<file path="config.mk">
export PLATFORM = sky130hd
export DESIGN_NAME = rspm_pin_mux
export DESIGN_NICKNAME = d
export VERILOG_FILES = /design/src/pkg/rspm_pkg.sv /design/src/hdl/rspm_pin_mux.sv
export SDC_FILE = /design/constraint.sdc
export NUM_CORES = 1
export LEC_CHECK = 0
export ABC_CLOCK_PERIOD_IN_PS = 1600
export BUFFER_PORTS_ARGS = -buffer_cell sky130_fd_sc_hd__buf_2
export CORE_ASPECT_RATIO = 1.1
export CORE_UTILIZATION = 44
export DETAILED_ROUTE_END_ITERATION = 8
export GPL_ROUTABILITY_DRIVEN = 0
export GPL_TIMING_DRIVEN = 0
export PLACE_DENSITY = 0.77
export SYNTH_ARGS = -nofsm -noshare
export SYNTH_HDL_FRONTEND = slang
export SYNTH_SLANG_ARGS = --single-unit
</file>
<file path="constraint.sdc">
create_clock -name clk -period 1.6 [get_ports clk]
set_clock_uncertainty 0.05 [all_clocks]
set_input_delay 0.24 -clock clk [delete_from_list [all_inputs] [get_ports clk]]
set_output_delay 0.24 -clock clk [all_outputs]
set_load 0.05 [all_outputs]
</file>
<file path="src/pkg/rspm_pkg.sv">
`default_nettype none

////////////////////////////////////////////////////////////////////////////////
// shared constants and types for the strap and shared pin mux
package rspm_pkg;

  // spare pin count and control field layout
  localparam int          PIN_CNT        = 4;
  localparam int          CFG_W          = 2;
  localparam int          CFG0_LSB       = 0;  // pin 0 in pin_ctrl_reg_1
  localparam int          CFG1_LSB       = 4;  // pin 1 in pin_ctrl_reg_1
  localparam int          CFG2_LSB       = 0;  // pin2_cfg_field in reg 2
  localparam int          CFG3_LSB       = 4;  // pin3_cfg_field in reg 2
  localparam int          STAT_LIVE_LSB  = 0;
  localparam int          STAT_LATCH_LSB = 4;

  // spare pin configuration codes
  localparam logic [1:0]  CFG_INPUT      = 2'h0;
  localparam logic [1:0]  CFG_INPUT_ALT  = 2'h1;
  localparam logic [1:0]  CFG_DRIVE_LOW  = 2'h2;
  localparam logic [1:0]  CFG_DRIVE_HIGH = 2'h3;

  // reset values
  localparam logic [3:0]  LIVE_RST       = 4'h0;
  localparam logic [3:0]  LATCH_RST      = 4'h0;
  localparam logic        SEL_IDLE       = 1'h1;

  // timing: least low time of the global reset pin
  localparam int          CLK_PERIOD_NS    = 50;
  localparam int          MIN_RST_LOW_NS   = 1000;
  localparam int          MIN_RST_LOW_CYC  =
    (MIN_RST_LOW_NS + CLK_PERIOD_NS - 1) / CLK_PERIOD_NS;
  localparam int          RST_CNT_W        = 5;

  // host interface mode decoded from the two interface straps
  typedef enum logic [1:0] {
    HOST_I2C_SLAVE  = 2'h0,
    HOST_SPI_SLAVE  = 2'h1,
    HOST_SPI_MASTER = 2'h2,
    HOST_RESERVED   = 2'h3
  } rspm_host_type;

  // sequence: reset -> (autoconfig) -> run
  typedef enum logic [1:0] {
    ST_RESET   = 2'h0,
    ST_AUTOCFG = 2'h1,
    ST_RUN     = 2'h3
  } rspm_state_type;

  // one bit per shared pad
  typedef struct packed {
    logic [3:0] spare;
    logic       spi_select_low;
    logic       spi_data_out;
  } rspm_pad_type;

  // values caught on the release of the global reset
  typedef struct packed {
    logic          factory;
    rspm_host_type host_mode;
    logic [2:0]    autoconfig_index;
  } rspm_strap_type;

  localparam rspm_strap_type STRAP_RST = '{factory: 1'h0,
                                           host_mode: HOST_I2C_SLAVE,
                                           autoconfig_index: 3'h0};

endpackage : rspm_pkg

`default_nettype wire

</file>
<file path="src/hdl/rspm_pin_mux.sv">
`timescale 1ns/10ps
`default_nettype none

////////////////////////////////////////////////////////////////////////////////
module rspm_pin_mux (
  input  wire logic                    clk,
  input  wire logic                    srst,
  input  wire logic                    global_reset_low,
  input  wire rspm_pkg::rspm_pad_type  pad_in,
  output var  rspm_pkg::rspm_pad_type  pad_out,
  output var  rspm_pkg::rspm_pad_type  pad_oe,
  input  wire logic [7:0]              pin_ctrl_reg_1,
  input  wire logic [7:0]              pin_ctrl_reg_2,
  input  wire logic [3:0]              status_clear,
  output logic [7:0]                   pin_status_reg,
  output var  rspm_pkg::rspm_strap_type straps,
  output logic                         reset_done,
  output logic                         autocfg_active,
  output logic                         reset_too_short,
  input  wire logic                    eep_select_low,
  input  wire logic                    eep_done,
  output logic                         eep_read_data,
  input  wire logic                    slave_read_active,
  input  wire logic                    slave_read_data,
  output logic                         slave_select_low
);

  //////////////////////////////////////////////////////////////////////////////
  // helpers
  function automatic rspm_pkg::rspm_host_type host_decode(
    input logic s1,
    input logic s0
  );
    host_decode = rspm_pkg::rspm_host_type'({s1, s0});
  endfunction : host_decode

  function automatic logic cfg_drives(input logic [1:0] cfg);
    cfg_drives = (cfg == rspm_pkg::CFG_DRIVE_LOW) ||
                 (cfg == rspm_pkg::CFG_DRIVE_HIGH);
  endfunction : cfg_drives

  logic                     int_rst;
  rspm_pkg::rspm_state_type state_r;
  rspm_pkg::rspm_state_type state_nxt;
  rspm_pkg::rspm_strap_type strap_r;
  logic [1:0]               cfg [rspm_pkg::PIN_CNT];
  logic [3:0]               spare_oe_r;
  logic [3:0]               spare_out_r;
  logic [3:0]               live_r;
  logic [3:0]               latch_r;
  logic                     sel_oe_r;
  logic                     sel_out_r;
  logic                     dout_oe_r;
  logic                     dout_out_r;
  logic                     eep_data_r;
  logic                     slave_sel_r;
  logic                     done_r;
  logic                     autocfg_r;
  logic                     short_r;
  logic [rspm_pkg::RST_CNT_W-1:0] low_cnt_r;
  logic                     spi_host;

  // pin low resets all internal state except the reset low-time check, synchronously
  assign int_rst = srst || !global_reset_low;
  assign spi_host = (strap_r.host_mode == rspm_pkg::HOST_SPI_SLAVE) ||
                    (strap_r.host_mode == rspm_pkg::HOST_SPI_MASTER);

  // configuration field extraction
  assign cfg[0] = pin_ctrl_reg_1[rspm_pkg::CFG0_LSB +: rspm_pkg::CFG_W];
  assign cfg[1] = pin_ctrl_reg_1[rspm_pkg::CFG1_LSB +: rspm_pkg::CFG_W];
  assign cfg[2] = pin_ctrl_reg_2[rspm_pkg::CFG2_LSB +: rspm_pkg::CFG_W];
  assign cfg[3] = pin_ctrl_reg_2[rspm_pkg::CFG3_LSB +: rspm_pkg::CFG_W];

  //////////////////////////////////////////////////////////////////////////////
  // sequence state: reset, eeprom autoconfig, normal run
  always_comb begin
    state_nxt = state_r;
    if (int_rst) begin
      state_nxt = rspm_pkg::ST_RESET;
    end else begin
      unique case (state_r)
        rspm_pkg::ST_RESET: begin
          if (host_decode(pad_in.spi_data_out, pad_in.spi_select_low) ==
              rspm_pkg::HOST_SPI_MASTER) begin
            state_nxt = rspm_pkg::ST_AUTOCFG;
          end else begin
            state_nxt = rspm_pkg::ST_RUN;
          end
        end
        rspm_pkg::ST_AUTOCFG: begin
          if (eep_done) begin
            state_nxt = rspm_pkg::ST_RUN;
          end
        end
        rspm_pkg::ST_RUN: begin
          state_nxt = rspm_pkg::ST_RUN;
        end
        default: begin
          state_nxt = rspm_pkg::ST_RESET;
        end
      endcase
    end
  end

  // state and its flagged views
  always_ff @(posedge clk) begin
    state_r   <= state_nxt;
    done_r    <= state_nxt != rspm_pkg::ST_RESET;
    autocfg_r <= state_nxt == rspm_pkg::ST_AUTOCFG;
  end

  //////////////////////////////////////////////////////////////////////////////
  // strap capture on the release of the global reset, then held
  always_ff @(posedge clk) begin
    if (int_rst) begin
      strap_r <= rspm_pkg::STRAP_RST;
    end else if (state_r == rspm_pkg::ST_RESET) begin
      strap_r.factory          <= pad_in.spare[3];
      strap_r.host_mode        <= host_decode(pad_in.spi_data_out,
                                              pad_in.spi_select_low);
      strap_r.autoconfig_index <= pad_in.spare[2:0];
    end
  end

  // reset low-time check; flag survives pin reset, cleared by srst
  always_ff @(posedge clk) begin
    if (srst) begin
      low_cnt_r <= '0;
      short_r   <= 1'b0;
    end else if (!global_reset_low) begin
      if (low_cnt_r != rspm_pkg::RST_CNT_W'(rspm_pkg::MIN_RST_LOW_CYC)) begin
        low_cnt_r <= low_cnt_r + 1'b1;
      end
    end else begin
      low_cnt_r <= '0;
      if (low_cnt_r != '0) begin
        short_r <= low_cnt_r <
                   rspm_pkg::RST_CNT_W'(rspm_pkg::MIN_RST_LOW_CYC);
      end
    end
  end

  //////////////////////////////////////////////////////////////////////////////
  // spare pins: drive per config, live and sticky status
  for (genvar g = 0; g < rspm_pkg::PIN_CNT; g++) begin : g_spare
    always_ff @(posedge clk) begin
      if (int_rst || state_r == rspm_pkg::ST_RESET) begin
        spare_oe_r[g]  <= 1'b0;
        spare_out_r[g] <= 1'b0;
      end else begin
        spare_oe_r[g]  <= cfg_drives(cfg[g]);
        spare_out_r[g] <= cfg[g] == rspm_pkg::CFG_DRIVE_HIGH;
      end
    end

    // set wins over a clear in the same cycle
    always_ff @(posedge clk) begin
      if (int_rst || state_r == rspm_pkg::ST_RESET) begin
        live_r[g]  <= rspm_pkg::LIVE_RST[g];
        latch_r[g] <= rspm_pkg::LATCH_RST[g];
      end else begin
        live_r[g]  <= pad_in.spare[g];
        latch_r[g] <= (latch_r[g] && !status_clear[g]) ||
                      pad_in.spare[g];
      end
    end
  end

  //////////////////////////////////////////////////////////////////////////////
  // chip select: driven during autoconfig, input otherwise
  always_ff @(posedge clk) begin
    if (int_rst) begin
      sel_oe_r    <= 1'b0;
      sel_out_r   <= rspm_pkg::SEL_IDLE;
      slave_sel_r <= rspm_pkg::SEL_IDLE;
    end else begin
      sel_oe_r    <= state_r == rspm_pkg::ST_AUTOCFG;
      sel_out_r   <= (state_r == rspm_pkg::ST_AUTOCFG) ?
                     eep_select_low : rspm_pkg::SEL_IDLE;
      slave_sel_r <= (state_r == rspm_pkg::ST_RUN && spi_host) ?
                     pad_in.spi_select_low : rspm_pkg::SEL_IDLE;
    end
  end

  // data line: slave read data out, or eeprom data in
  always_ff @(posedge clk) begin
    if (int_rst) begin
      dout_oe_r  <= 1'b0;
      dout_out_r <= 1'b0;
      eep_data_r <= 1'b0;
    end else begin
      dout_oe_r  <= state_r == rspm_pkg::ST_RUN && spi_host &&
                    slave_read_active && !pad_in.spi_select_low;
      dout_out_r <= slave_read_active && slave_read_data;
      eep_data_r <= (state_r == rspm_pkg::ST_AUTOCFG) &&
                    pad_in.spi_data_out;
    end
  end

  //////////////////////////////////////////////////////////////////////////////
  // outputs, each straight from a flop
  assign pad_oe  = '{spare: spare_oe_r, spi_select_low: sel_oe_r,
                     spi_data_out: dout_oe_r};
  assign pad_out = '{spare: spare_out_r, spi_select_low: sel_out_r,
                     spi_data_out: dout_out_r};
  assign pin_status_reg   = {latch_r, live_r};
  assign straps           = strap_r;
  assign reset_done       = done_r;
  assign autocfg_active   = autocfg_r;
  assign reset_too_short  = short_r;
  assign eep_read_data    = eep_data_r;
  assign slave_select_low = slave_sel_r;

  //////////////////////////////////////////////////////////////////////////////
  // checks
  // internal reset in the antecedent: srst may fall at this very edge
  AST_FACTORY_SAMPLE: assert property (@(posedge clk) disable iff (srst)
    (state_r == rspm_pkg::ST_RESET && !int_rst) |=>
      (straps.factory == $past(pad_in.spare[3]) && reset_done))
    else $error("factory strap not caught at reset release");

  AST_HOST_DECODE: assert property (@(posedge clk) disable iff (srst)
    (state_r == rspm_pkg::ST_RESET && !int_rst) |=>
      (straps.host_mode == host_decode($past(pad_in.spi_data_out),
                                       $past(pad_in.spi_select_low))))
    else $error("host mode not decoded from straps");

  AST_INDEX_SAMPLE: assert property (@(posedge clk) disable iff (srst)
    (state_r == rspm_pkg::ST_RESET && !int_rst) |=>
      straps.autoconfig_index == $past(pad_in.spare[2:0]))
    else $error("autoconfig index not caught");

  AST_STRAP_HOLD: assert property (@(posedge clk) disable iff (srst)
    (reset_done && global_reset_low) |=> $stable(straps))
    else $error("straps changed without reset");

  AST_RESET_QUIET: assert property (@(posedge clk) disable iff (srst)
    !global_reset_low |=> (pad_oe == '0 && !reset_done &&
                           pin_status_reg == 8'h00))
    else $error("pads driven or state kept during reset");

  AST_SPARE_DRIVE: assert property (@(posedge clk) disable iff (srst)
    (state_r == rspm_pkg::ST_RUN && global_reset_low &&
     pin_ctrl_reg_2[rspm_pkg::CFG3_LSB +: rspm_pkg::CFG_W] ==
       rspm_pkg::CFG_DRIVE_LOW) |=>
      (pad_oe.spare[3] && !pad_out.spare[3]))
    else $error("spare pin 3 not driven low as configured");

  AST_LIVE_STATUS: assert property (@(posedge clk) disable iff (srst)
    (state_r == rspm_pkg::ST_RUN && global_reset_low) |=>
      pin_status_reg[3:0] == $past(pad_in.spare))
    else $error("live status does not follow pins");

  AST_STICKY: assert property (@(posedge clk) disable iff (srst)
    (state_r == rspm_pkg::ST_RUN && global_reset_low &&
     (pad_in.spare[3] ||
      (pin_status_reg[7] && !status_clear[3]))) |=> pin_status_reg[7])
    else $error("sticky bit for pin 3 lost");

  AST_SEL_MASTER: assert property (@(posedge clk) disable iff (srst)
    (state_r == rspm_pkg::ST_AUTOCFG && global_reset_low) |=>
      (pad_oe.spi_select_low && autocfg_active != $past(eep_done)))
    else $error("chip select not driven during autoconfig");

  AST_SEL_RELEASE: assert property (@(posedge clk) disable iff (srst)
    (state_r == rspm_pkg::ST_RUN) |=> !pad_oe.spi_select_low)
    else $error("chip select still driven in normal run");

  AST_DOUT_READ_ONLY: assert property (@(posedge clk) disable iff (srst)
    pad_oe.spi_data_out |-> ($past(slave_read_active) &&
                             !$past(pad_in.spi_select_low)))
    else $error("data out driven outside a read");

  AST_EEP_DATA: assert property (@(posedge clk) disable iff (srst)
    (state_r == rspm_pkg::ST_AUTOCFG && global_reset_low) |=>
      eep_read_data == $past(pad_in.spi_data_out))
    else $error("eeprom data not taken from data line");

  AST_SEL_FORWARD: assert property (@(posedge clk) disable iff (srst)
    (state_r == rspm_pkg::ST_RUN && global_reset_low && spi_host) |=>
      slave_select_low == $past(pad_in.spi_select_low))
    else $error("chip select not passed to slave engine");

endmodule : rspm_pin_mux

`default_nettype wire

</file>
-- After elaboration in Yosys (flattened, before gate mapping)
Index checks and enable logic that the tools add are counted.
- flip-flop bits (word level): 38
- bits of input ports: 33
- output and inout bits: 31
- word-level logic and storage cells: 86
- add/sub/neg operators: 1
- magnitude comparators: 1
- equality and inequality tests: 15
- multiplexer cells: 4
- bitwise operators: 2
- reductions and logical operators: 33
- operators with widths (cell ; number):
    $eq A2 B2 Y1 const B ; 11
    $logic_or A1 B1 Y1 ; 11
    $logic_and A1 B1 Y1 ; 9
    $eq A2 B1 Y1 const B ; 3
    $logic_not A1 Y1 ; 6
    $mux W2 ; 3
    $pmux W2 S3 ; 1
    $reduce_or A2 Y1 ; 3
    $add A5 B1 Y5 const B ; 1
    $lt A5 B5 Y1 const B ; 1
    $ne A5 B5 Y1 const B ; 1
    $reduce_bool A5 Y1 ; 1
    $logic_not A2 Y1 ; 1
    $not A1 Y1 ; 2
    $reduce_and A2 Y1 ; 1
    $reduce_bool A2 Y1 ; 1

-- Logic depth before layout (Yosys ltp)
- depth in word-level cells: 5
- depth in mapped cells: 5
- depth with buffers taken out: 5

-- Worst setup path before layout
OpenSTA, ideal clock, no wires.
- path type: reg2reg
- from: reg low_cnt_r[0] (netlist bit)
- to: reg short_r, in the netlist reset_too_short
- arrival: 1.133 ns
- data required time: 1.432 ns
- path slack: 0.299 ns
- cell stages (with the launch flop): 6
- period minus slack after synthesis: 1.301 ns
- cell sequence: dfxtp_1 inv_1 ha_1 or4b_1 a21oi_1 nor3_1
- cells in the longest elaborated chain, start to end: 2
- elaborated cells on any way between the ends: 3
- those cells by class: order compare (1); reduce/logical (2)
- RTL lines (element ; RTL line ; text):
    from (decl) ; rspm_pin_mux.sv:60 ; logic [rspm_pkg::RST_CNT_W-1:0] low_cnt_r;
    from (signal assigned) ; rspm_pin_mux.sv:132 ; low_cnt_r <= low_cnt_r + 1'b1;
    branches (longest 2 deep; another with $lt A5 B5 Y1) ; n/a ;
    to (signal assigned) ; rspm_pin_mux.sv:137 ; short_r <= low_cnt_r <
    to (decl) ; rspm_pin_mux.sv:59 ; logic short_r;
Parallel ways; which one is timed is not known.
A chain may end at the register's enable or synchronous reset.

-- Final worst setup path
Ends and elaborated chain as after synthesis.

==> results.toml <==
[floorplanning]
placeableCoreArea_um2 = 2800
fp-row-count = 20
initial_core_util_pct = 47.2
die_area_um2 = 3230
die_w_um = 54.3
ios = 64
die_h_um = 59.5

[detailed_routing]
postRouteAntennaNets = 0
vias = 1087
vias_per_cell = 4.75
wl_um = 2670
dr.pass1.iters = 4
wl_per_cell_um = 11.7
drt_iter0_drc = 14
drc_errors = 0

[cts]
path_clk_slew_ns = 0.11
cts-root-buf = "clkbuf_4"
hold_buffers = 0
numCtsBuffers = 5
clk_latency_ns = 0.34
post_cts_buffers = 0
ctsHtreeMaxLevel = 2
clock_sinks = 38
cts-resized-gates = 0
cts.path.max_buffers = 2
cts_tree = "done"

[yosys]
netlist.area_leader.share_pct = 57.5
synth_area_leaders = "dfxtp_1 (58%), a21oi_1 (5.7%), and2_1 (4.3%)"
avgSynthCellArea_um2 = 9.94
async_flop_share_pct = 0
synth_edf_count = 0
ys_seq_area_share_pct = 57.5
syn_area_um2 = 1320
yosysUniqueCellTypes = 30
ys.warnings.count = 0
synth_top_area_cell = "dfxtp_1"
ys.flop_type = "dfxtp_1"
ys_seq_elements = 38
synthesis.nets = 168
synthCells = 133

[cells_and_area]
final_cell_mix = "buf_2 (56), dfxtp_1 (38), a21oi_1 (15)"
finalNonFillerCells = 229
layout.nets = 230
antenna_cells = 0
largest_reg_flops = 8
fin_util_pct = 60.8
final_common_cell = "buf_2"
area_delta_synth_final_pct = 28.8
layout-drive-gt1-share_pct = 38.3

[sta]
setup_violations = 0
drv_slew = 0
worst_pin_slew_ns = 0.512
maxSlewHeadroom_pct = 65.5
fin_crit_sh_pct = 89.1
finalHoldViolCount = 0
fin_setup_tns_ns = 0
fin_crit_ns = 1.43
fmax_mhz = 702
rsz0062_at_grt = "false"

[placement]
dp_hpwl_um = 2080
portBuffers = 55
dpl.cell_count = 221

[power]
share_comb_of_total_power_pct = 13.0
switchingPower_w = 0.000469
power.density_nw_per_um2 = 1010
p_seq_share_pct = 57.2
p_leak_nw = 0.879
intPower_w = 0.00126
irDropWorstVdd_mv = 0.716
sw_frac_of_total_pct = 27.2
p_clk_share_pct = 29.8

[setup_path]
start_kind = "flop"
crit_path_cell_trace = "inv_1, ha_1, or4b_1, a21oi_1, nor3_1"
arrival_ns = 1.62
worst_path_max_delay_cell = "or4b_1"
criticalPathCategory = "reg2reg"
path_max_fanout = 4
rrSetupSlack_ns = 0.17
cp-end-kind = "flop"
cpPeakStageDelay_ns = 0.45
required_ns = 1.79

[grt]
grt_pass1_vias = 1005
grt.met3_usage_pct = 5.38
grt_pass1_wl_um = 4220
antenna_found_initial = 0
use_met1_pct = 19.1
grt_max_degree = 13
grt_use_met2_pct = 34.1
grt.busiest_layer = "met2"
track_usage_pct = 19.1
gr-total-overflow = 0

[hold_path]
hold_path.class = "in2reg"

[status]
status = "complete, no violations"

[flow_run]
maxCapViolCount = 0
## power groups by stage
stage | clock network, W | registers (W) | logic (W)
global placement | 0 | 0.00101 | 0.000217
floorplan | 0 | 0.00108 | 0.0000782
global route | 0.000582 | 0.000993 | 0.000242
finish | 0.000515 | 0.000989 | 0.000224
detailed placement | 0 | 0.00101 | 0.000225
CTS | 0.000533 | 0.000989 | 0.000225
## layer usage
metal  share of wire (%)  wire length, um
met1                  38             1010
met2                  54             1450
met3                 6.0              160
met4                 1.9               51
met5                   0                0
## through the flow
step                setup WS [ns]  hold WS, ns  power [W]  cell area (um2)
CTS                         0.158       0.0104    0.00175             1700
global placement            0.249        0.375    0.00123             1640
finish                      0.175       0.0181    0.00173             1700
global route                0.109      0.00586    0.00182             1700
floorplan                   0.299        0.267    0.00116             1320
detailed placement          0.181        0.375    0.00124             1640
## path summary, 6_finish.rpt
| path | endpoint | start | depth (start not counted) |
|---|---|---|---|
| setup / recovery | reset_too_short$_SDFFE_PP0P_ | low_cnt_r[0]$_SDFFE_PP0N_ | 5 |
| hold / removal | sel_out_r$_SDFF_PP1_ | eep_select_low | 2 |
| setup reg to reg | reset_too_short$_SDFFE_PP0P_ | low_cnt_r[0]$_SDFFE_PP0N_ | 5 |
| hold reg to reg | pin_status_reg[6]$_SDFF_PP0_ | pin_status_reg[6]$_SDFF_PP0_ | 2 |
## kinds of logic (layout without fill, tap and decap cells)
kind of cell / after synthesis / count (layout) / synth area share [%]
xor gates and xnor gates: 5 / 5 / 3.31
muxes: 2 / 2 / 1.89
and+or+nand+nor: 47 / 47 / 19.8
buffers and inverters: 15 / 78 / 6.15
AOI/OAI and AO/OA: 24 / 24 / 9.46
DFF: 38 / 38 / 57.5
adders and majority gates: 2 / 2 / 1.89
## synth_stat cells (all sizes together), types with 2 or more instances
cell / n
dfxtp: 38
a21oi: 15
and2: 9
nand2: 9
nor2: 9
o21ai: 8
inv: 7
and3: 6
buf: 6
nor3: 4
nand2b: 3
xnor2: 3
clkbuf: 2
ha: 2
nand3: 2
xor2: 2
## worst max-delay path: cells and delay by family, from the launching register on
family / cells / cell delay, ns
AO/OA/AOI/OAI: 1 / 0.16
adder cells (fa/ha/maj): 1 / 0.17
buffers and inverters: 1 / 0.07
flip-flops: 1 / 0.36
AND/OR/NAND/NOR: 2 / 0.51
## layout make-up
type,count,area [um2]
repair buffers,55,275
fillers,259,1100
well taps,33,41.3
flip-flops and latches,38,761
clock inverters,2,12.5
multi-input cells,80,480
plain buffers,8,55.1
inverters,7,26.3
clock buffers,6,51.3
Note: power is estimated with default switching activity, not from simulation.
